===== src/carrier_defs.vh =====
// Constants of the PCI serial carrier for a GPS receiver module.
`ifndef CARRIER_DEFS_VH
`define CARRIER_DEFS_VH

`define CFG_IO_BASE_ADDR 8'h1C
`define IO_WINDOW_BITS 3
`define IO_SPACE_FLAG 32'h00000001

`define OFS_DATA 3'h0
`define OFS_IRQ_ENABLE 3'h1
`define OFS_IRQ_IDENT 3'h2
`define OFS_LINE_CONTROL 3'h3
`define OFS_HANDSHAKE_CONTROL 3'h4
`define OFS_LINE_STATE 3'h5
`define OFS_HANDSHAKE_STATE 3'h6
`define OFS_SCRATCH 3'h7

`define IRQ_ENABLE_RESET 8'h00
`define LINE_CONTROL_RESET 8'h00
`define HANDSHAKE_CONTROL_RESET 8'h00
`define SCRATCH_RESET 8'h00
`define DIVISOR_RESET 16'h0001
`define QUEUE_ENABLE_RESET 1'b0
`define TRIGGER_RESET 2'h0

`define LCR_DIVISOR_ACCESS 7
`define MCR_OUT2 3
`define MCR_LOOPBACK 4
`define IER_RX_DATA 0
`define IER_TX_EMPTY 1
`define IER_LINE_STATE 2
`define IER_HANDSHAKE 3
`define FCR_ENABLE 0
`define FCR_RX_CLEAR 1

`define IIR_NONE 4'h1
`define IIR_LINE_STATE 4'h6
`define IIR_RX_DATA 4'h4
`define IIR_TX_EMPTY 4'h2
`define IIR_HANDSHAKE 4'h0
`define IIR_QUEUE_FLAGS 2'h3

`define OVERSAMPLE 5'h10
`define HALF_OVERSAMPLE 5'h08
`define FRAME_BITS 4'hA
`define RX_DATA_BITS 4'h9

`endif


===== src/dummy_unused.v =====
`default_nettype none
`default_nettype wire


===== src/pci_serial_gps_carrier.v =====
// PCI I/O target with a serial register set, interrupt steering and channel routing.
`include "carrier_defs.vh"
`default_nettype none

module pci_serial_gps_carrier #(
    parameter RX_DEPTH = 16,
    parameter RX_ADDR_W = 4
) (
    input wire CLK,
    input wire ARST_N,
    input wire CFG_WR,
    input wire [7:0] CFG_ADDR,
    input wire [31:0] CFG_WDATA,
    input wire [31:0] IO_ADDR,
    input wire IO_RD,
    input wire IO_WR,
    input wire [7:0] IO_WDATA,
    output reg [7:0] IO_RDATA,
    output reg IO_CLAIM,
    output reg INTA_N,
    input wire IRQ_SOURCE_JUMPER,
    input wire BYPASS_MODE,
    input wire SECOND_TIMING_PULSE,
    input wire PRIMARY_RECEIVER_CHANNEL_RX,
    output reg PRIMARY_RECEIVER_CHANNEL_TX,
    input wire SECONDARY_RECEIVER_CHANNEL_RX,
    output reg SECONDARY_RECEIVER_CHANNEL_TX,
    input wire PRIMARY_CHANNEL_CONNECTOR_RX,
    output reg PRIMARY_CHANNEL_CONNECTOR_TX,
    output reg PRIMARY_CHANNEL_CONNECTOR_PPS,
    input wire SECONDARY_CHANNEL_CONNECTOR_RX,
    output reg SECONDARY_CHANNEL_CONNECTOR_TX,
    output reg SECONDARY_CHANNEL_CONNECTOR_PPS
);

    ////////////////////////////////////////////////////////////////////////////
    // Register state.

    reg [31:0] io_base_reg;
    reg [7:0] irq_enable_reg;
    reg [7:0] line_control_reg;
    reg [7:0] handshake_control_reg;
    reg [7:0] scratch_byte_reg;
    reg [15:0] divisor_reg;
    reg queue_enable_reg;
    reg [1:0] trigger_reg;
    reg [7:0] transmit_holding_reg;
    reg thr_full_reg;
    reg thre_pend_reg;
    reg overrun_reg;
    reg frame_err_reg;
    reg parity_err_reg;
    reg break_reg;
    reg [3:0] msr_delta_reg;
    reg pps_prev_reg;
    reg [15:0] baud_count_reg;
    reg tick16_reg;

    wire hit;
    wire [2:0] ofs;
    wire rd;
    wire wr;
    wire dlab;
    wire rx_fifo_clear;
    wire [7:0] rx_head;
    wire rx_head_valid;
    wire rx_fifo_ready;
    wire [RX_ADDR_W:0] rx_level;
    wire rx_pop;
    wire [7:0] rx_byte;
    wire rx_byte_valid;
    wire rx_byte_ferr;
    wire tx_busy;
    wire tx_line;
    wire tx_start;
    wire uart_rx_line;
    wire [7:0] lsr_value;
    wire [7:0] msr_value;
    wire [3:0] modem_lines;
    reg [3:0] iir_code;
    reg [RX_ADDR_W:0] trigger_level;
    wire ls_int;
    wire rd_int;
    wire th_int;
    wire ms_int;
    wire uart_irq;
    wire iir_read;
    wire pps_edge;

    ////////////////////////////////////////////////////////////////////////////
    // Address decode: the low three address bits select the register.

    assign hit = (IO_ADDR[31:`IO_WINDOW_BITS] == io_base_reg[31:`IO_WINDOW_BITS]);
    assign ofs = IO_ADDR[`IO_WINDOW_BITS-1:0];
    assign rd = IO_RD && hit;
    assign wr = IO_WR && hit;
    assign dlab = line_control_reg[`LCR_DIVISOR_ACCESS];
    assign iir_read = rd && (ofs == `OFS_IRQ_IDENT);
    assign rx_pop = rd && (ofs == `OFS_DATA) && !dlab;
    assign rx_fifo_clear = wr && (ofs == `OFS_IRQ_IDENT) && IO_WDATA[`FCR_RX_CLEAR];

    // Modem lines: outside loopback, DCD follows the second pulse so timing software can watch it.
    assign modem_lines = handshake_control_reg[`MCR_LOOPBACK] ?
        {handshake_control_reg[3], handshake_control_reg[2],
         handshake_control_reg[0], handshake_control_reg[1]} :
        {SECOND_TIMING_PULSE, 1'b0, 1'b1, 1'b1};
    assign pps_edge = (modem_lines[3] != pps_prev_reg);
    assign msr_value = {modem_lines, msr_delta_reg};
    assign lsr_value = {1'b0, !thr_full_reg && !tx_busy, !thr_full_reg, break_reg,
                        frame_err_reg, parity_err_reg, overrun_reg, rx_head_valid};

    always @*
    begin
        case (trigger_reg)
            2'h0: trigger_level = 5'h01;
            2'h1: trigger_level = 5'h04;
            2'h2: trigger_level = 5'h08;
            2'h3: trigger_level = 5'h0E;
            default: trigger_level = 5'h01;
        endcase
    end

    ////////////////////////////////////////////////////////////////////////////
    // Interrupt identification, highest priority first.

    assign ls_int = irq_enable_reg[`IER_LINE_STATE] &&
                    (overrun_reg || frame_err_reg || parity_err_reg || break_reg);
    assign rd_int = irq_enable_reg[`IER_RX_DATA] &&
                    (queue_enable_reg ? (rx_level >= trigger_level) : rx_head_valid);
    assign th_int = irq_enable_reg[`IER_TX_EMPTY] && thre_pend_reg;
    assign ms_int = irq_enable_reg[`IER_HANDSHAKE] && (msr_delta_reg != 4'h0);
    assign uart_irq = (ls_int || rd_int || th_int || ms_int) &&
                      handshake_control_reg[`MCR_OUT2];

    always @*
    begin
        if (ls_int)
            iir_code = `IIR_LINE_STATE;
        else if (rd_int)
            iir_code = `IIR_RX_DATA;
        else if (th_int)
            iir_code = `IIR_TX_EMPTY;
        else if (ms_int)
            iir_code = `IIR_HANDSHAKE;
        else
            iir_code = `IIR_NONE;
    end

    ////////////////////////////////////////////////////////////////////////////
    // Configuration base and register writes.

    always @(posedge CLK or negedge ARST_N)
    begin
        if (!ARST_N)
        begin
            io_base_reg <= `IO_SPACE_FLAG;
            irq_enable_reg <= `IRQ_ENABLE_RESET;
            line_control_reg <= `LINE_CONTROL_RESET;
            handshake_control_reg <= `HANDSHAKE_CONTROL_RESET;
            scratch_byte_reg <= `SCRATCH_RESET;
            divisor_reg <= `DIVISOR_RESET;
            queue_enable_reg <= `QUEUE_ENABLE_RESET;
            trigger_reg <= `TRIGGER_RESET;
            transmit_holding_reg <= 8'h00;
        end
        else
        begin
            if (CFG_WR && (CFG_ADDR == `CFG_IO_BASE_ADDR))
                io_base_reg <= {CFG_WDATA[31:`IO_WINDOW_BITS], 3'h1};
            if (wr)
            begin
                case (ofs)
                    `OFS_DATA:
                    begin
                        if (dlab)
                            divisor_reg[7:0] <= IO_WDATA;
                        else
                            transmit_holding_reg <= IO_WDATA;
                    end
                    `OFS_IRQ_ENABLE:
                    begin
                        if (dlab)
                            divisor_reg[15:8] <= IO_WDATA;
                        else
                            irq_enable_reg <= {4'h0, IO_WDATA[3:0]};
                    end
                    `OFS_IRQ_IDENT:
                    begin
                        queue_enable_reg <= IO_WDATA[`FCR_ENABLE];
                        trigger_reg <= IO_WDATA[7:6];
                    end
                    `OFS_LINE_CONTROL: line_control_reg <= IO_WDATA;
                    `OFS_HANDSHAKE_CONTROL: handshake_control_reg <= {3'h0, IO_WDATA[4:0]};
                    `OFS_SCRATCH: scratch_byte_reg <= IO_WDATA;
                    default: scratch_byte_reg <= scratch_byte_reg;
                endcase
            end
        end
    end

    ////////////////////////////////////////////////////////////////////////////
    // Status flags: an event in the clearing cycle always wins.

    assign tx_start = thr_full_reg && !tx_busy;

    always @(posedge CLK or negedge ARST_N)
    begin
        if (!ARST_N)
        begin
            thr_full_reg <= 1'b0;
            thre_pend_reg <= 1'b0;
            overrun_reg <= 1'b0;
            frame_err_reg <= 1'b0;
            parity_err_reg <= 1'b0;
            break_reg <= 1'b0;
            msr_delta_reg <= 4'h0;
            pps_prev_reg <= 1'b0;
        end
        else
        begin
            pps_prev_reg <= modem_lines[3];
            if (wr && (ofs == `OFS_DATA) && !dlab)
                thr_full_reg <= 1'b1;
            else if (tx_start)
                thr_full_reg <= 1'b0;

            if (tx_start ||
                (wr && (ofs == `OFS_IRQ_ENABLE) && !dlab && IO_WDATA[`IER_TX_EMPTY] &&
                 !irq_enable_reg[`IER_TX_EMPTY] && !thr_full_reg))
                thre_pend_reg <= 1'b1;
            else if ((wr && (ofs == `OFS_DATA) && !dlab) ||
                     (iir_read && (iir_code == `IIR_TX_EMPTY)))
                thre_pend_reg <= 1'b0;

            if (rx_byte_valid && !rx_fifo_ready)
                overrun_reg <= 1'b1;
            else if (rd && (ofs == `OFS_LINE_STATE))
                overrun_reg <= 1'b0;
            else if (wr && (ofs == `OFS_LINE_STATE))
                overrun_reg <= IO_WDATA[1];

            if (rx_byte_valid && rx_byte_ferr)
                frame_err_reg <= 1'b1;
            else if (rd && (ofs == `OFS_LINE_STATE))
                frame_err_reg <= 1'b0;
            else if (wr && (ofs == `OFS_LINE_STATE))
                frame_err_reg <= IO_WDATA[3];

            if (rd && (ofs == `OFS_LINE_STATE))
            begin
                parity_err_reg <= 1'b0;
                break_reg <= 1'b0;
            end
            else if (wr && (ofs == `OFS_LINE_STATE))
            begin
                parity_err_reg <= IO_WDATA[2];
                break_reg <= IO_WDATA[4];
            end

            if (pps_edge)
                msr_delta_reg <= msr_delta_reg | 4'h8;
            else if (rd && (ofs == `OFS_HANDSHAKE_STATE))
                msr_delta_reg <= 4'h0;
            else if (wr && (ofs == `OFS_HANDSHAKE_STATE))
                msr_delta_reg <= IO_WDATA[3:0];
        end
    end

    ////////////////////////////////////////////////////////////////////////////
    // Read data, claim and pins, all registered.

    always @(posedge CLK or negedge ARST_N)
    begin
        if (!ARST_N)
        begin
            IO_RDATA <= 8'h00;
            IO_CLAIM <= 1'b0;
            INTA_N <= 1'b1;
            PRIMARY_RECEIVER_CHANNEL_TX <= 1'b1;
            SECONDARY_RECEIVER_CHANNEL_TX <= 1'b1;
            PRIMARY_CHANNEL_CONNECTOR_TX <= 1'b1;
            SECONDARY_CHANNEL_CONNECTOR_TX <= 1'b1;
            PRIMARY_CHANNEL_CONNECTOR_PPS <= 1'b0;
            SECONDARY_CHANNEL_CONNECTOR_PPS <= 1'b0;
        end
        else
        begin
            IO_CLAIM <= rd || wr;
            if (rd)
            begin
                case (ofs)
                    `OFS_DATA: IO_RDATA <= dlab ? divisor_reg[7:0] : rx_head;
                    `OFS_IRQ_ENABLE: IO_RDATA <= dlab ? divisor_reg[15:8] : irq_enable_reg;
                    `OFS_IRQ_IDENT: IO_RDATA <= {queue_enable_reg ? `IIR_QUEUE_FLAGS : 2'h0,
                                                 2'h0, iir_code};
                    `OFS_LINE_CONTROL: IO_RDATA <= line_control_reg;
                    `OFS_HANDSHAKE_CONTROL: IO_RDATA <= handshake_control_reg;
                    `OFS_LINE_STATE: IO_RDATA <= lsr_value;
                    `OFS_HANDSHAKE_STATE: IO_RDATA <= msr_value;
                    `OFS_SCRATCH: IO_RDATA <= scratch_byte_reg;
                    default: IO_RDATA <= 8'h00;
                endcase
            end
            // Level-sensitive: held low for as long as the chosen source asserts.
            INTA_N <= !(IRQ_SOURCE_JUMPER ? SECOND_TIMING_PULSE : uart_irq);
            PRIMARY_RECEIVER_CHANNEL_TX <= BYPASS_MODE ?
                PRIMARY_CHANNEL_CONNECTOR_RX : tx_line;
            PRIMARY_CHANNEL_CONNECTOR_TX <= BYPASS_MODE ?
                PRIMARY_RECEIVER_CHANNEL_RX : 1'b1;
            SECONDARY_RECEIVER_CHANNEL_TX <= SECONDARY_CHANNEL_CONNECTOR_RX;
            SECONDARY_CHANNEL_CONNECTOR_TX <= SECONDARY_RECEIVER_CHANNEL_RX;
            PRIMARY_CHANNEL_CONNECTOR_PPS <= SECOND_TIMING_PULSE;
            SECONDARY_CHANNEL_CONNECTOR_PPS <= SECOND_TIMING_PULSE;
        end
    end

    ////////////////////////////////////////////////////////////////////////////
    // Baud divider: one tick16 pulse every divisor cycles.

    always @(posedge CLK or negedge ARST_N)
    begin
        if (!ARST_N)
        begin
            baud_count_reg <= 16'h0000;
            tick16_reg <= 1'b0;
        end
        else if (baud_count_reg <= 16'h0001)
        begin
            baud_count_reg <= divisor_reg;
            tick16_reg <= 1'b1;
        end
        else
        begin
            baud_count_reg <= baud_count_reg - 16'h0001;
            tick16_reg <= 1'b0;
        end
    end

    // The serial controller is cut off from the receiver while bypassed.
    assign uart_rx_line = handshake_control_reg[`MCR_LOOPBACK] ? tx_line :
                          (BYPASS_MODE ? 1'b1 : PRIMARY_RECEIVER_CHANNEL_RX);

    serial_shifter shifter (
        .clk(CLK),
        .arst_n(ARST_N),
        .tick16(tick16_reg),
        .tx_data(transmit_holding_reg),
        .tx_start(tx_start),
        .tx_busy(tx_busy),
        .tx_line(tx_line),
        .rx_line(uart_rx_line),
        .rx_data(rx_byte),
        .rx_valid(rx_byte_valid),
        .rx_frame_err(rx_byte_ferr)
    );

    // Serial input cannot be stalled, so a full queue shows as overrun.
    byte_fifo #(
        .WIDTH(8),
        .DEPTH(RX_DEPTH),
        .ADDR_W(RX_ADDR_W)
    ) rx_queue (
        .clk(CLK),
        .arst_n(ARST_N),
        .clear(rx_fifo_clear),
        .in_valid(rx_byte_valid),
        .in_data(rx_byte),
        .in_ready(rx_fifo_ready),
        .out_valid(rx_head_valid),
        .out_data(rx_head),
        .out_ready(rx_pop),
        .level(rx_level)
    );

endmodule

`default_nettype wire


===== src/byte_fifo.v =====
// Flip-flop FIFO with valid/ready on both sides and a fill level.
`default_nettype none

module byte_fifo #(
    parameter WIDTH = 8,
    parameter DEPTH = 16,
    parameter ADDR_W = 4
) (
    input wire clk,
    input wire arst_n,
    input wire clear,
    input wire in_valid,
    input wire [WIDTH-1:0] in_data,
    output wire in_ready,
    output wire out_valid,
    output wire [WIDTH-1:0] out_data,
    input wire out_ready,
    output wire [ADDR_W:0] level
);

    reg [WIDTH-1:0] store_reg [0:DEPTH-1];
    reg [ADDR_W-1:0] wr_ptr_reg;
    reg [ADDR_W-1:0] rd_ptr_reg;
    reg [ADDR_W:0] count_reg;
    wire push;
    wire pop;

    assign in_ready = (count_reg != DEPTH[ADDR_W:0]);
    assign out_valid = (count_reg != {(ADDR_W+1){1'b0}});
    assign out_data = store_reg[rd_ptr_reg];
    assign level = count_reg;
    assign push = in_valid && in_ready && !clear;
    assign pop = out_valid && out_ready && !clear;

    genvar i;
    generate
        for (i = 0; i < DEPTH; i = i + 1)
        begin : entry
            always @(posedge clk)
            begin
                if (push && (wr_ptr_reg == i[ADDR_W-1:0]))
                    store_reg[i] <= in_data;
            end
        end
    endgenerate

    always @(posedge clk or negedge arst_n)
    begin
        if (!arst_n)
        begin
            wr_ptr_reg <= {ADDR_W{1'b0}};
            rd_ptr_reg <= {ADDR_W{1'b0}};
            count_reg <= {(ADDR_W+1){1'b0}};
        end
        else if (clear)
        begin
            wr_ptr_reg <= {ADDR_W{1'b0}};
            rd_ptr_reg <= {ADDR_W{1'b0}};
            count_reg <= {(ADDR_W+1){1'b0}};
        end
        else
        begin
            if (push)
                wr_ptr_reg <= wr_ptr_reg + {{(ADDR_W-1){1'b0}}, 1'b1};
            if (pop)
                rd_ptr_reg <= rd_ptr_reg + {{(ADDR_W-1){1'b0}}, 1'b1};
            if (push && !pop)
                count_reg <= count_reg + {{ADDR_W{1'b0}}, 1'b1};
            else if (pop && !push)
                count_reg <= count_reg - {{ADDR_W{1'b0}}, 1'b1};
        end
    end

endmodule

`default_nettype wire


===== src/serial_shifter.v =====
// Serial transmitter and receiver, 8 data bits, one stop bit, 16x oversampling.
`include "carrier_defs.vh"
`default_nettype none

module serial_shifter (
    input wire clk,
    input wire arst_n,
    input wire tick16,
    input wire [7:0] tx_data,
    input wire tx_start,
    output wire tx_busy,
    output wire tx_line,
    input wire rx_line,
    output reg [7:0] rx_data,
    output reg rx_valid,
    output reg rx_frame_err
);

    reg [9:0] tx_shift_reg;
    reg [3:0] tx_bits_reg;
    reg [4:0] tx_phase_reg;
    reg rx_active_reg;
    reg [3:0] rx_bits_reg;
    reg [4:0] rx_phase_reg;
    reg [8:0] rx_shift_reg;

    assign tx_busy = (tx_bits_reg != 4'h0);
    assign tx_line = tx_shift_reg[0];

    // Transmit: start bit, eight data bits LSB first, stop bit.
    always @(posedge clk or negedge arst_n)
    begin
        if (!arst_n)
        begin
            tx_shift_reg <= 10'h3FF;
            tx_bits_reg <= 4'h0;
            tx_phase_reg <= 5'h00;
        end
        else if (!tx_busy)
        begin
            if (tx_start)
            begin
                tx_shift_reg <= {1'b1, tx_data, 1'b0};
                tx_bits_reg <= `FRAME_BITS;
                tx_phase_reg <= 5'h00;
            end
        end
        else if (tick16)
        begin
            if (tx_phase_reg == `OVERSAMPLE - 5'h01)
            begin
                tx_phase_reg <= 5'h00;
                tx_shift_reg <= {1'b1, tx_shift_reg[9:1]};
                tx_bits_reg <= tx_bits_reg - 4'h1;
            end
            else
                tx_phase_reg <= tx_phase_reg + 5'h01;
        end
    end

    // Receive: the start edge is checked at mid-bit so a glitch does not frame.
    always @(posedge clk or negedge arst_n)
    begin
        if (!arst_n)
        begin
            rx_active_reg <= 1'b0;
            rx_bits_reg <= 4'h0;
            rx_phase_reg <= 5'h00;
            rx_shift_reg <= 9'h000;
            rx_data <= 8'h00;
            rx_valid <= 1'b0;
            rx_frame_err <= 1'b0;
        end
        else
        begin
            rx_valid <= 1'b0;
            if (tick16)
            begin
                if (!rx_active_reg)
                begin
                    if (!rx_line)
                    begin
                        if (rx_phase_reg == `HALF_OVERSAMPLE - 5'h01)
                        begin
                            rx_active_reg <= 1'b1;
                            rx_phase_reg <= 5'h00;
                            rx_bits_reg <= 4'h0;
                        end
                        else
                            rx_phase_reg <= rx_phase_reg + 5'h01;
                    end
                    else
                        rx_phase_reg <= 5'h00;
                end
                else if (rx_phase_reg == `OVERSAMPLE - 5'h01)
                begin
                    rx_phase_reg <= 5'h00;
                    rx_shift_reg <= {rx_line, rx_shift_reg[8:1]};
                    rx_bits_reg <= rx_bits_reg + 4'h1;
                    if (rx_bits_reg == `RX_DATA_BITS - 4'h1)
                    begin
                        rx_active_reg <= 1'b0;
                        rx_data <= rx_shift_reg[8:1];
                        rx_frame_err <= !rx_line;
                        rx_valid <= 1'b1;
                    end
                end
                else
                    rx_phase_reg <= rx_phase_reg + 5'h01;
            end
        end
    end

endmodule

`default_nettype wire


===== config.mk =====
export PLATFORM = sky130hd
export DESIGN_NAME = pci_serial_gps_carrier
export DESIGN_NICKNAME = d
export VERILOG_FILES = /design/src/dummy_unused.v /design/src/pci_serial_gps_carrier.v /design/src/byte_fifo.v /design/src/serial_shifter.v
export VERILOG_INCLUDE_DIRS = /design/src /design/src/src
export SDC_FILE = /design/constraint.sdc
export NUM_CORES = 1
export LEC_CHECK = 0
export ABC_AREA = 1
export BUFFER_PORTS_ARGS = -buffer_cell sky130_fd_sc_hd__buf_4
export CORE_ASPECT_RATIO = 0.8
export CORE_MARGIN = 5
export CORE_UTILIZATION = 55
export CTS_BUF_LIST = sky130_fd_sc_hd__clkbuf_4
export DETAILED_ROUTE_END_ITERATION = 10
export PLACE_DENSITY = 0.74
export SLEW_MARGIN = 5
export SYNTH_ARGS = -nofsm -noshare
export SYNTH_HDL_FRONTEND = slang
export SYNTH_SLANG_ARGS = --single-unit

===== constraint.sdc =====
create_clock -name CLK -period 4.35 [get_ports CLK]
set_clock_uncertainty 0.1 [all_clocks]
set_input_delay 0.6525 -clock CLK [delete_from_list [all_inputs] [get_ports CLK]]
set_output_delay 0.6525 -clock CLK [all_outputs]
set_load 0.02 [all_outputs]

==> results of run 1 <==
==> what timing repair did <==
| action | 4_1_cts | 5_1_grt |
|---|---|---|
| endpoints found under the setup margin | 0 | 0 |
| hold buffers | 5 | 0 |
| hold endpoints to repair | 18 | 0 |
==> synth_stat cells (5+ instances only) <==
master,instances
nand2_1,287
nor2_1,192
dfrtp_1,168
inv_1,145
o21ai_0,138
edfxtp_1,128
nand3_1,61
a21oi_1,46
o21ai_1,34
clkbuf_1,29
ha_1,22
o221ai_1,21
dfstp_2,15
o21ai_2,15
inv_2,14
o22ai_1,14
a31oi_1,12
buf_2,12
xnor2_1,11
xor2_1,11
mux2_2,10
nor3_1,10
nand4_1,9
o211ai_1,9
nand2_2,7
nor3_4,5
o21a_1,5
==> final timing paths <==
path | to | slack (ns) | depth (start not counted)
worst max register to register | shifter.rx_data[0]$_DFFE_PN0P_ | 1.31 | 9
min in group asynchronous | IO_RDATA[0]$_DFFE_PN0N_ | 0.51 | 2
worst min register to register | IO_RDATA[5]$_DFFE_PN0N_ | 0.38 | 2
worst min-delay path | PRIMARY_CHANNEL_CONNECTOR_TX$_DFF_PN1_ | 0.06 | 3
worst max-delay path | shifter.rx_data[0]$_DFFE_PN0P_ | 1.31 | 9
max in group asynchronous | PRIMARY_CHANNEL_CONNECTOR_TX$_DFF_PN1_ | 2.70 | 3
==> logic make-up after synthesis <==
logic type	Yosys count	synth area share
AOI/OAI and AO/OA	311	0.127
xor gates and xnor gates	22	0.0135
adders and majority gates	23	0.0206
buffers and inverters	211	0.0595
DFF	311	0.590
muxes	10	0.00787
and+or+nand+nor	595	0.181
==> power by group <==
group	switching, µW	internal [µW]	total, µW
combinational	197	139	335
clock	1170	1330	2500
sequential	50.0	3150	3200
total	1420	4610	6030
==> area by class of cell <==
type	count	area (µm²)
fill	2067	8990
clock buffer	115	863
multi-input combinational	961	5020
sequential	311	8440
inverter	163	619
timing repair buffer	120	920
tap	351	439
clock inverter	22	138
antenna	1	2.50
==> metrics by stage <==
step                      power (µW)  instance area, µm²  worst slack, ns   util  hold slack (ns)
after floorplan                 3410               14300             1.57      -            0.257
after global placement          3570               15400             1.02  0.605            0.364
after detailed placement        3590               15400            0.944  0.605            0.370
after CTS                       6080               16400             1.28  0.646           0.0183
after global routing            6310               16400            0.952  0.647          0.00676
final                           6030               16400             1.31  0.647           0.0597
==> metal layers <==
metal	wire length, µm	track usage	vias up
met5	0	0	-
met4	692	0.0759	0
li1	-	-	5352
met2	15500	0.346	475
met3	3330	0.0638	67
met1	15300	0.344	5217
==> worst max-delay path: cells and delay by family, from the launching register on <==
kind,cells,cell delay (ns)
adder cells (fa/ha/maj),2,0.37
buffers and inverters,2,0.33
flip-flops,1,0.38
multiplexers,1,0.41
AND/OR/NAND/NOR,4,1.30
==> summary.json, run 1 <==
{
  "outcome": {"value": "completed"},
  "worst_setup_path_end_kind": {"value": "flip-flop"},
  "max_clock_freq": {"value": 329, "unit": "MHz"},
  "grt_antenna_before_repair": {"value": 1},
  "mappedNetlistNets": {"value": 1598},
  "maxSlewHeadroom": {"value": 0.246},
  "portBuffers": {"value": 104},
  "post_route_cells_drive_above_1_share": {"value": 0.191},
  "instances_no_fill": {"value": 2044},
  "pwr_density_cell": {"value": 367, "unit": "mW/mm²"},
  "worstPathCellList": {"value": "ha_1, nand2_1, nor2_1, ha_1, inv_1, nor3_4, inv_1, nor2_2, mux2_2"},
  "largest_register_ff_count": {"value": 128},
  "cts_max_path_buffers": {"value": 3},
  "floorplan.die_area": {"value": 0.0294, "unit": "mm²"},
  "synth-edff-count": {"value": 128},
  "layout_worst_path_cycle_share": {"value": 0.699},
  "first_global_vias": {"value": 10800},
  "clkTransAtPathRegs": {"value": 0.07, "unit": "ns"},
  "syn_inst": {"value": 1483},
  "grt.total_usage": {"value": 0.235},
  "crit_path_start": {"value": "shifter.rx_phase_reg[1]$_DFFE_PN0P_"},
  "finalNetCount": {"value": 1750},
  "leakage": {"value": 0.00780, "unit": "µW"},
  "cts_sinks": {"value": 311},
  "place.detailed.instances": {"value": 1901},
  "io_pins": {"value": 108},
  "ctsRootBufferMaster": {"value": "clkbuf_4"},
  "fp-row-count": {"value": 52},
  "route.detailed.vias_per_inst": {"value": 5.44},
  "cpPeakStageDelay": {"value": 0.57, "unit": "ns"},
  "detail_route.iter0.violations": {"value": 1035},
  "timing.critical_path.slowest_stage_cell": {"value": "nor2_2"},
  "ys_types": {"value": 58},
  "irDropWorstVdd": {"value": 0.216, "unit": "mV"},
  "timing_worst_slew_pin_value": {"value": 1.12, "unit": "ns"},
  "yosysTopAreaCell": {"value": "dfrtp_1"},
  "layout_common_cells": {"value": "287 x nand2_1, 192 x nor2_1, 168 x dfrtp_1, 145 x inv_1, 138 x o21ai_0"},
  "worst_setup_path_start_kind": {"value": "flip-flop"},
  "layout.cells.most_common": {"value": "nand2_1"},
  "setup_viol": {"value": 0},
  "floorplan.initialDensity": {"value": 0.563},
  "routabilityCongestion": {"value": 0.942},
  "total_vias_in_the_final_route": {"value": 11100},
  "die_w": {"value": 190, "unit": "µm"},
  "worst_path_required_time": {"value": 4.81, "unit": "ns"},
  "post-cts-setup-buffers": {"value": 0},
  "areaGrowthSynthToFinish": {"value": 14.9, "unit": "%"},
  "postSynthAreaPerCell": {"value": 9.65, "unit": "µm²"},
  "routed_wl": {"value": 34.7, "unit": "mm"},
  "die_y": {"value": 154, "unit": "µm"},
  "cts-resized-gates": {"value": 0},
  "synth-seq-cells": {"value": 311},
  "clock_insertion_delay_worst_skew": {"value": 0.70, "unit": "ns"},
  "wl_per_cell": {"value": 17.0, "unit": "µm"},
  "route.detailed.drc": {"value": 0},
  "tritoncts.num_buffers": {"value": 78},
  "grt_max_degree": {"value": 109},
  "core": {"value": 0.0254, "unit": "mm²"},
  "synth.top_cell.area_share": {"value": 0.294},
  "drt_pass1_iterations": {"value": 5},
  "rsz0062_at_grt": {"value": "false"},
  "detail-route-antenna-nets": {"value": 0},
  "detailedPlacementHpwl": {"value": 23.0, "unit": "mm"},
  "launching_point_of_the_worst_reg2reg_path": {"value": "shifter.rx_phase_reg[1]$_DFFE_PN0P_"},
  "cts-htree-levels": {"value": 3},
  "ys_seq_area_frac": {"value": 0.590},
  "post_synth_instance_area": {"value": 0.0143, "unit": "mm²"},
  "synthTopCellsByArea": {"value": "dfrtp_1 29%, edfxtp_1 27%, nand2_1 7.5%, nor2_1 5.0%, o21ai_0 4.8%"},
  "yosysWarningCount": {"value": 0},
  "worstSetupPathType": {"value": "flip-flop to flip-flop"},
  "synthFlopType": {"value": "dfrtp_1"},
  "timing.final.max_slew_violations": {"value": 0},
  "grt_remaining_overflow": {"value": 0},
  "worstHoldPathType": {"value": "primary input to flip-flop"},
  "tritoncts_clock_tree": {"value": "yes"},
  "path_max_fanout": {"value": 17},
  "tns": {"value": 0, "unit": "ns"},
  "hold_viol_final": {"value": 0},
  "post-route-min-period": {"value": 3.04, "unit": "ns"},
  "count_of_maximum_capacitance_violations": {"value": 0},
  "arrival_time_of_the_worst_setup_path": {"value": 3.50, "unit": "ns"},
  "first_pass_grt_wire_length": {"value": 55.5, "unit": "mm"},
  "async_flop_share": {"value": 0.588},
  "hold_path.startpoint": {"value": "PRIMARY_RECEIVER_CHANNEL_RX"}
}
No activity file was read; power rests on OpenSTA's default activity.
==> run 2: changes to the inputs <==
Settings changed: ABC_AREA 1 to 0.
Clock period 4.35 ns to 3 ns, I/O delays scaled along.
==> summary.json, run 2 <==
{
  "outcome": {"value": "finished with violations"},
  "failing_checks": {"value": "setup timing"},
  "intPower": {"value": 6590, "unit": "µW", "change": "+43%"},
  "power.clock.fraction": {"value": 0.431, "change": "+0.017"},
  "finalNetCount": {"value": 1444, "change": "-17%"},
  "cts-htree-levels": {"value": 3, "change": "unchanged"},
  "pwr_density_cell": {"value": 492, "unit": "mW/mm²", "change": "+34%"},
  "route.detailed.drc": {"value": 0, "change": "unchanged"},
  "layout.cells.most_common": {"value": "buf_4"},
  "die_w": {"value": 188, "unit": "µm", "change": "-1.2%"},
  "routed_wl": {"value": 33.3, "unit": "mm", "change": "-4.1%"},
  "grt_antenna_before_repair": {"value": 0, "change": "-1"},
  "grt_remaining_overflow": {"value": 0, "change": "unchanged"},
  "synthTopCellsByArea": {"value": "dfrtp_1 30%, edfxtp_1 28%, mux2_2 6.8%, mux4_2 6.5%, dfstp_2 2.8%"},
  "layout_worst_path_cycle_share": {"value": 1.01, "change": "+0.309"},
  "max_clock_freq": {"value": 330, "unit": "MHz", "change": "+0.54%"},
  "cpPeakStageDelay": {"value": 0.42, "unit": "ns", "change": "-0.15 ns"},
  "seq_area": {"value": 0.00844, "unit": "mm²", "change": "about the same"},
  "place.detailed.instances": {"value": 1522, "change": "-20%"},
  "worstPathCellList": {"value": "xor2_1, nor4_1, nand4_1, buf_4, nor3_4, and3_4, or3_4, fa_2, a21o_1, a21oi_2, nor2_1, mux2i_1, xor2_1, nor2_1"},
  "grt.total_usage": {"value": 0.234, "change": "-0.00166"},
  "clkTransAtPathRegs": {"value": 0.07, "unit": "ns", "change": "about the same"},
  "instances_no_fill": {"value": 1713, "change": "-16%"},
  "post_synth_instance_area": {"value": 0.0140, "unit": "mm²", "change": "-2.5%"},
  "synth_most_common_cell": {"value": "dfrtp_1"},
  "io_pins": {"value": 108, "change": "unchanged"},
  "layout_common_cells": {"value": "188 x buf_4, 167 x dfrtp_1, 128 x edfxtp_1, 116 x clkbuf_4, 103 x nand2_1"},
  "maxSlewHeadroom": {"value": 0.526, "change": "+0.280"},
  "path_max_fanout": {"value": 4, "change": "-13"},
  "switching_share": {"value": 0.227, "change": "-0.00843"},
  "post_route_cells_drive_above_1_share": {"value": 0.357, "change": "+0.165"},
  "worstHoldPathType": {"value": "primary input to flip-flop"},
  "mappedNetlistNets": {"value": 1177, "change": "-26%"},
  "largest_register_ff_count": {"value": 128, "change": "unchanged"},
  "areaGrowthSynthToFinish": {"value": 24.1, "unit": "%"},
  "setup_ws": {"value": -0.0259, "unit": "ns", "change": "-1.33 ns"},
  "area_occupied_by_multi_input_gates": {"value": 0.00535, "unit": "mm²", "change": "+6.5%"},
  "ys_seq_area_frac": {"value": 0.605, "change": "+0.0149"},
  "worst_setup_path_start_kind": {"value": "flip-flop"},
  "nFillCells": {"value": 1737, "change": "-16%"},
  "synthFlopType": {"value": "dfrtp_1"},
  "first_pass_grt_wire_length": {"value": 53.4, "unit": "mm", "change": "-3.9%"},
  "arrival_time_of_the_worst_setup_path": {"value": 3.52, "unit": "ns", "change": "+0.02 ns"},
  "synth.top_cell.area_share": {"value": 0.301, "change": "+0.00740"},
  "detail_route.iter0.violations": {"value": 821, "change": "-21%"},
  "synth-edff-count": {"value": 128, "change": "unchanged"},
  "worst_setup_path_end_kind": {"value": "flip-flop"},
  "fp-row-count": {"value": 52, "change": "unchanged"},
  "floorplan.die_area": {"value": 0.0287, "unit": "mm²", "change": "-2.3%"},
  "tns": {"value": -0.0259, "unit": "ns", "change": "-0.0259 ns"},
  "clock_insertion_delay_worst_skew": {"value": 0.71, "unit": "ns", "change": "about the same"},
  "tritoncts_clock_tree": {"value": "yes"},
  "total_vias_in_the_final_route": {"value": 9652, "change": "-13%"},
  "grt_max_degree": {"value": 86, "change": "-21%"},
  "ctsRootBufferMaster": {"value": "clkbuf_4"},
  "timing.final.max_slew_violations": {"value": 0, "change": "unchanged"},
  "core": {"value": 0.0252, "unit": "mm²", "change": "-1.0%"},
  "wl_per_cell": {"value": 19.4, "unit": "µm", "change": "+14%"},
  "die_y": {"value": 153, "unit": "µm", "change": "-1.2%"},
  "ys_types": {"value": 63, "change": "+8.6%"},
  "routabilityCongestion": {"value": 0.899, "change": "-4.6%"},
  "hold_viol_final": {"value": 0, "change": "unchanged"},
  "whs": {"value": 0.133, "unit": "ns", "change": "+0.0735 ns"},
  "syn_inst": {"value": 1062, "change": "-28%"},
  "tritoncts.num_buffers": {"value": 77, "change": "-1.3%"},
  "first_global_vias": {"value": 9947, "change": "-8.3%"},
  "setup_viol": {"value": 1, "change": "+1"},
  "cts_sinks": {"value": 311, "change": "unchanged"},
  "cts_max_path_buffers": {"value": 3, "change": "unchanged"},
  "rsz0062_at_grt": {"value": "true"},
  "async_flop_share": {"value": 0.588, "change": "unchanged"},
  "leakage": {"value": 0.00774, "unit": "µW", "change": "-0.80%"},
  "netSwitchingPower": {"value": 1930, "unit": "µW", "change": "+36%"},
  "comb_power_share": {"value": 0.047, "change": "-0.009"},
  "irDropWorstVdd": {"value": 0.272, "unit": "mV", "change": "+26%"},
  "worstSetupPathType": {"value": "flip-flop to flip-flop"},
  "timing_worst_slew_pin_value": {"value": 0.712, "unit": "ns", "change": "-0.412 ns"},
  "detail-route-antenna-nets": {"value": 0, "change": "unchanged"},
  "timing.critical_path.slowest_stage_cell": {"value": "or3_4"},
  "synth-seq-cells": {"value": 311, "change": "unchanged"},
  "yosysWarningCount": {"value": 0, "change": "unchanged"},
  "postSynthAreaPerCell": {"value": 13.1, "unit": "µm²", "change": "+36%"},
  "portBuffers": {"value": 104, "change": "unchanged"},
  "count_of_maximum_capacitance_violations": {"value": 0, "change": "unchanged"},
  "worst_path_required_time": {"value": 3.49, "unit": "ns", "change": "-1.32 ns"},
  "route.detailed.vias_per_inst": {"value": 5.63, "change": "+3.7%"},
  "yosysTopAreaCell": {"value": "dfrtp_1"},
  "post-route-min-period": {"value": 3.03, "unit": "ns", "change": "-0.0162 ns"},
  "p_seq_frac": {"value": 0.522, "change": "-0.008"},
  "detailedPlacementHpwl": {"value": 22.4, "unit": "mm", "change": "-2.6%"},
  "floorplan.initialDensity": {"value": 0.555, "change": "-0.00815"},
  "ys_top_cells_by_count": {"value": "168 x dfrtp_1, 128 x edfxtp_1, 103 x nand2_1"},
  "drt_pass1_iterations": {"value": 5, "change": "unchanged"}
}
==> run 2: cell types whose count changed after synthesis, moves of 40 or more <==
cell,change
inv_1,-109
mux2_2,+74
mux4_2,+40
nand2_1,-184
nand3_1,-41
nor2_1,-129
o21ai_0,-78
==> run 2: path summary, 6_finish.rpt <==
kind | start | endpoint | slack [ns] | cells after the start
max | io_base_reg[29]$_DFFE_PN0P_ | rx_queue.level[4]$_DFFE_PN0P_ | -0.03 | 14
min reg2reg | shifter.rx_shift_reg[1]$_DFFE_PN0P_ | shifter.rx_shift_reg[1]$_DFFE_PN0P_ | 0.37 | 2
max in group asynchronous | ARST_N | INTA_N$_DFF_PN1_ | 1.73 | 3
min | PRIMARY_RECEIVER_CHANNEL_RX | shifter.rx_shift_reg[8]$_DFFE_PN0P_ | 0.13 | 4
min in group asynchronous | ARST_N | shifter.rx_phase_reg[2]$_DFFE_PN0P_ | 0.25 | 2
max reg2reg | io_base_reg[29]$_DFFE_PN0P_ | rx_queue.level[4]$_DFFE_PN0P_ | -0.03 | 14
==> run 2: metal layers <==
metal / GRT usage / routed length, µm / share of wire / vias to the layer above
met5: 0 / 0 / 0 / -
met4: 0.0657 / 550 / 0.017 / 0
met3: 0.0602 / 2680 / 0.080 / 62
met2: 0.364 / 15800 / 0.48 / 390
met1: 0.330 / 14200 / 0.43 / 4736
li1: - / - / - / 4464
==> run 2: power groups by stage <==
| stage | combinational [µW] | clock, µW | sequential (µW) |
|---|---|---|---|
| 6_report | 398 | 3670 | 4450 |
| 4_1_cts | 382 | 3750 | 4450 |
| 5_1_grt | 434 | 4010 | 4450 |
| 2_1_floorplan | 106 | 0 | 4530 |
| 3_5_place_dp | 332 | 0 | 4530 |
| 3_3_place_gp | 328 | 0 | 4530 |
==> run 2: logic make-up (layout without fill, tap and decap cells) <==
kind of cell | count (synthesis) | after routing | synth area share
flops | 311 | 311 | 0.605
simple gates | 292 | 292 | 0.103
compound gates | 150 | 150 | 0.0637
mux | 147 | 147 | 0.149
buf+inv | 86 | 412 | 0.0251
xor+xnor | 53 | 53 | 0.0332
fa+ha+maj | 23 | 23 | 0.0211
other cells | 0 | 1 | 0
==> run 2: final cells by class <==
type,instances,area share
clock buffers,116,0.0503
diodes,1,0.000144
repair buffers,238,0.113
multi-input cells,665,0.309
flip-flops and latches,311,0.487
well taps,324,0.0234
clock inverters,22,0.00910
inverters,36,0.00780
==> run 2: worst max-delay path: cells and delay by family, from the launching register on <==
family / cells / cell delay (ns)
and+or+nand+nor: 7 / 0.97
xor gates and xnor gates: 2 / 0.41
DFF: 1 / 0.41
adders and majority gates: 1 / 0.35
AOI/OAI and AO/OA: 2 / 0.35
buffers and inverters: 1 / 0.15
muxes: 1 / 0.15
==> run 2: timing repair <==
action / CTS / global route
buffers inserted: 4 / 3
resized for setup: 5 / 18
pin swaps: 8 / 16
hold buffers: 45 / 0
endpoints found under the hold margin: 149 / 0
endpoints found under the setup margin: 1 / 35
==> run 2: per-stage QoR <==
step                      worst slack [ns]   util  total power [µW]  instance area, µm²
after floorplan                    0.00280      -              4640               14000
after global placement              -0.148  0.621              4860               15600
after detailed placement            -0.267  0.621              4860               15600
after CTS                         0.000109  0.682              8580               17200
after global routing                -0.146  0.688              8890               17300
final                              -0.0259  0.688              8520               17300
==> run 3: changes to the inputs <==
==> constraint.sdc (replaced) <==
create_clock -name CLK -period 3 [get_ports CLK]
set_clock_uncertainty 0.1 [all_clocks]
set_input_delay 0.15 -clock CLK [delete_from_list [all_inputs] [get_ports CLK]]
set_output_delay 0.15 -clock CLK [all_outputs]
set_load 0.02 [all_outputs]
==> summary.json, run 3 (synthesized netlist as in run 2, its figures left out) <==
{
  "outcome": {"value": "finished with violations"},
  "failing_checks": {"value": "setup timing"},
  "fin_util": {"value": 0.682, "change": "-0.00616"},
  "met3_wl": {"value": 2.47, "unit": "mm", "change": "-7.8%"},
  "worstSetupPathType": {"value": "flip-flop to flip-flop"},
  "layout.cells.most_common": {"value": "dfrtp_1"},
  "arrival_time_of_the_worst_setup_path": {"value": 3.54, "unit": "ns", "change": "+0.02 ns"},
  "finalNetCount": {"value": 1429, "change": "-1.0%"},
  "first_pass_grt_wire_length": {"value": 54.3, "unit": "mm", "change": "+1.8%"},
  "setup_viol": {"value": 1, "change": "unchanged"},
  "routabilityCongestion": {"value": 0.922, "change": "+2.5%"},
  "cts_max_path_buffers": {"value": 3, "change": "unchanged"},
  "die_w": {"value": 188, "unit": "µm", "change": "unchanged"},
  "crit_path_start": {"value": "io_base_reg[28]$_DFFE_PN0P_"},
  "timing_worst_slew_pin_value": {"value": 0.632, "unit": "ns", "change": "-0.0801 ns"},
  "route.detailed.drc": {"value": 0, "change": "unchanged"},
  "portBuffers": {"value": 104, "change": "unchanged"},
  "worst_setup_path_start_kind": {"value": "flip-flop"},
  "routed_wl": {"value": 33.8, "unit": "mm", "change": "+1.6%"},
  "nFillCells": {"value": 1777, "change": "+2.3%"},
  "grt.total_usage": {"value": 0.238, "change": "+0.00395"},
  "io_pins": {"value": 108, "change": "unchanged"},
  "regToRegEndpoint": {"value": "rx_queue.level[4]$_DFFE_PN0P_"},
  "setup_ws": {"value": -0.0169, "unit": "ns", "change": "+0.00903 ns"},
  "max_clock_freq": {"value": 331, "unit": "MHz", "change": "+0.30%"},
  "post_route_cells_drive_above_1_share": {"value": 0.335, "change": "-0.0221"},
  "layout_worst_path_cycle_share": {"value": 1.01, "change": "-0.00301"},
  "top_layer_used": {"value": "met4"},
  "rsz0062_at_grt": {"value": "true"},
  "grt_max_degree": {"value": 60, "change": "-30%"},
  "power.clock.fraction": {"value": 0.429, "change": "-0.002"},
  "first_global_vias": {"value": 9999, "change": "+0.52%"},
  "p_seq_frac": {"value": 0.524, "change": "+0.002"},
  "areaGrowthSynthToFinish": {"value": 22.9, "unit": "%"},
  "grt_remaining_overflow": {"value": 0, "change": "unchanged"},
  "total_vias_in_the_final_route": {"value": 9741, "change": "+0.92%"},
  "worst_path_required_time": {"value": 3.53, "unit": "ns", "change": "+0.04 ns"},
  "cts_sinks": {"value": 311, "change": "unchanged"},
  "place_ws": {"value": -0.0628, "unit": "ns", "change": "+0.204 ns"},
  "launching_point_of_the_worst_reg2reg_path": {"value": "io_base_reg[28]$_DFFE_PN0P_"},
  "netSwitchingPower": {"value": 1940, "unit": "µW", "change": "+0.46%"},
  "maxSlewHeadroom": {"value": 0.574, "change": "+0.0489"},
  "floorplan.initialDensity": {"value": 0.555, "change": "unchanged"},
  "post-route-min-period": {"value": 3.02, "unit": "ns", "change": "-0.00903 ns"},
  "ctsRootBufferMaster": {"value": "clkbuf_4"},
  "leakage": {"value": 0.00766, "unit": "µW", "change": "-1.1%"},
  "cp-endpoint": {"value": "rx_queue.level[4]$_DFFE_PN0P_"},
  "fp-row-count": {"value": 52, "change": "unchanged"},
  "detailedPlacementHpwl": {"value": 22.4, "unit": "mm", "change": "-0.19%"},
  "path_max_fanout": {"value": 4, "change": "unchanged"},
  "layout.cell_area.non_filler": {"value": 0.0172, "unit": "mm²", "change": "-0.90%"},
  "layout_common_cells": {"value": "167 x dfrtp_1, 162 x buf_4, 128 x edfxtp_1, 120 x clkbuf_4, 103 x nand2_1"},
  "postPlaceCellArea": {"value": 0.0154, "unit": "mm²", "change": "-1.3%"},
  "hold_viol_final": {"value": 0, "change": "unchanged"},
  "met2RoutedLength": {"value": 15.8, "unit": "mm", "change": "-0.24%"},
  "count_of_maximum_capacitance_violations": {"value": 0, "change": "unchanged"},
  "route.detailed.vias_per_inst": {"value": 5.72, "change": "+1.6%"},
  "grt_antenna_before_repair": {"value": 0, "change": "unchanged"},
  "ff2ff_path_depth": {"value": 14, "change": "unchanged"},
  "intPower": {"value": 6550, "unit": "µW", "change": "-0.50%"},
  "tritoncts_clock_tree": {"value": "yes"},
  "antenna_cells_inserted": {"value": 0, "change": "-1"},
  "clkTransAtPathRegs": {"value": 0.07, "unit": "ns", "change": "about the same"},
  "floorplan.die_area": {"value": 0.0287, "unit": "mm²", "change": "unchanged"},
  "largest_register_ff_count": {"value": 128, "change": "unchanged"},
  "comb_power_share": {"value": 0.047, "change": "about the same"},
  "clock_insertion_delay_worst_skew": {"value": 0.72, "unit": "ns", "change": "about the same"},
  "core": {"value": 0.0252, "unit": "mm²", "change": "unchanged"},
  "irDropWorstVdd": {"value": 0.317, "unit": "mV", "change": "+16%"},
  "worstHoldPathType": {"value": "primary input to flip-flop"},
  "detail-route-antenna-nets": {"value": 0, "change": "unchanged"},
  "tns": {"value": -0.0169, "unit": "ns", "change": "+0.00903 ns"},
  "drt_pass1_iterations": {"value": 5, "change": "unchanged"},
  "timing.final.max_slew_violations": {"value": 0, "change": "unchanged"},
  "die_y": {"value": 153, "unit": "µm", "change": "unchanged"},
  "switching_share": {"value": 0.228, "change": "+0.00169"},
  "detail_route.iter0.violations": {"value": 771, "change": "-6.1%"},
  "cts-htree-levels": {"value": 3, "change": "unchanged"},
  "rrSetupSlack": {"value": -0.02, "unit": "ns", "change": "about the same"},
  "wl_per_cell": {"value": 19.9, "unit": "µm", "change": "+2.2%"},
  "pwr_density_cell": {"value": 495, "unit": "mW/mm²", "change": "+0.62%"},
  "detail_route.wirelength.met1": {"value": 14.7, "unit": "mm", "change": "+3.4%"},
  "worst_setup_path_end_kind": {"value": "flip-flop"},
  "tritoncts.num_buffers": {"value": 78, "change": "+1.3%"}
}
-- run 3: critical path, cell delays in order, from the launching register on --
cell and delay [ns]:
dfrtp_1 0.39, xor2_1 0.29, nor4_2 0.11, nand4_1 0.15, buf_4 0.15, nor3_4 0.04, and3_4 0.15, or3_4 0.40
fa_1 0.39, a21o_1 0.18, a21oi_2 0.13, and2_1 0.14, mux2i_1 0.07, xor2_1 0.17, nor2_1 0.09
-- run 3: per-stage QoR --
step | total power (µW) | hold WS [ns] | cells
floorplan | 4640 | -0.246 | 1062
global placement | 4840 | 0.142 | 1497
detailed placement | 4850 | 0.144 | 1497
CTS | 8570 | 0.0172 | 1699
global route | 8870 | 0.0535 | 1702
finish | 8490 | 0.0888 | 1702
-- run 3: layer usage --
metal,up-vias,GRT usage
met5,-,0
met4,0,0.0730
met3,87,0.0561
met2,376,0.364
met1,4829,0.343
li1,4449,-
-- run 3: area by class of cell --
type                       count  area [µm²]  area share
sequential                   311        8440       0.492
tap                          324         405      0.0236
timing repair buffer         222        1860       0.108
clock inverter                24         138     0.00802
inverter                      36         135     0.00787
clock buffer                 120         901      0.0525
multi-input combinational    665        5290       0.308
-- run 3: timing repair --
item | 4_1_cts | 5_1_grt
pin swaps | 1 | 16
setup endpoints to repair | 1 | 41
endpoints found under the hold margin | 270 | 0
resized for setup | 2 | 12
setup buffers | 1 | 3
hold buffers | 57 | 0
-- run 3: power by group through the flow --
| stage | sequential [µW] | combinational [µW] | clock (µW) |
|---|---|---|---|
| floorplan | 4530 | 106 | 0 |
| global placement | 4530 | 313 | 0 |
| detailed placement | 4530 | 317 | 0 |
| CTS | 4450 | 385 | 3740 |
| global route | 4450 | 432 | 3980 |
| finish | 4450 | 396 | 3650 |
-- run 3: how the worst min path moves through the flow --
stage / from / end / slack (ns) / depth (start not counted)
after global placement: ARST_N / shifter.rx_bits_reg[0]$_DFFE_PN0P_ / 0.14 / 1
after floorplan: ARST_N / IO_CLAIM$_DFF_PN0_ / -0.25 / 0
final: IRQ_SOURCE_JUMPER / INTA_N$_DFF_PN1_ / 0.09 / 3
after global routing: IRQ_SOURCE_JUMPER / INTA_N$_DFF_PN1_ / 0.05 / 3
after CTS: SECOND_TIMING_PULSE / INTA_N$_DFF_PN1_ / 0.02 / 3
after detailed placement: ARST_N / shifter.rx_bits_reg[2]$_DFFE_PN0P_ / 0.14 / 1
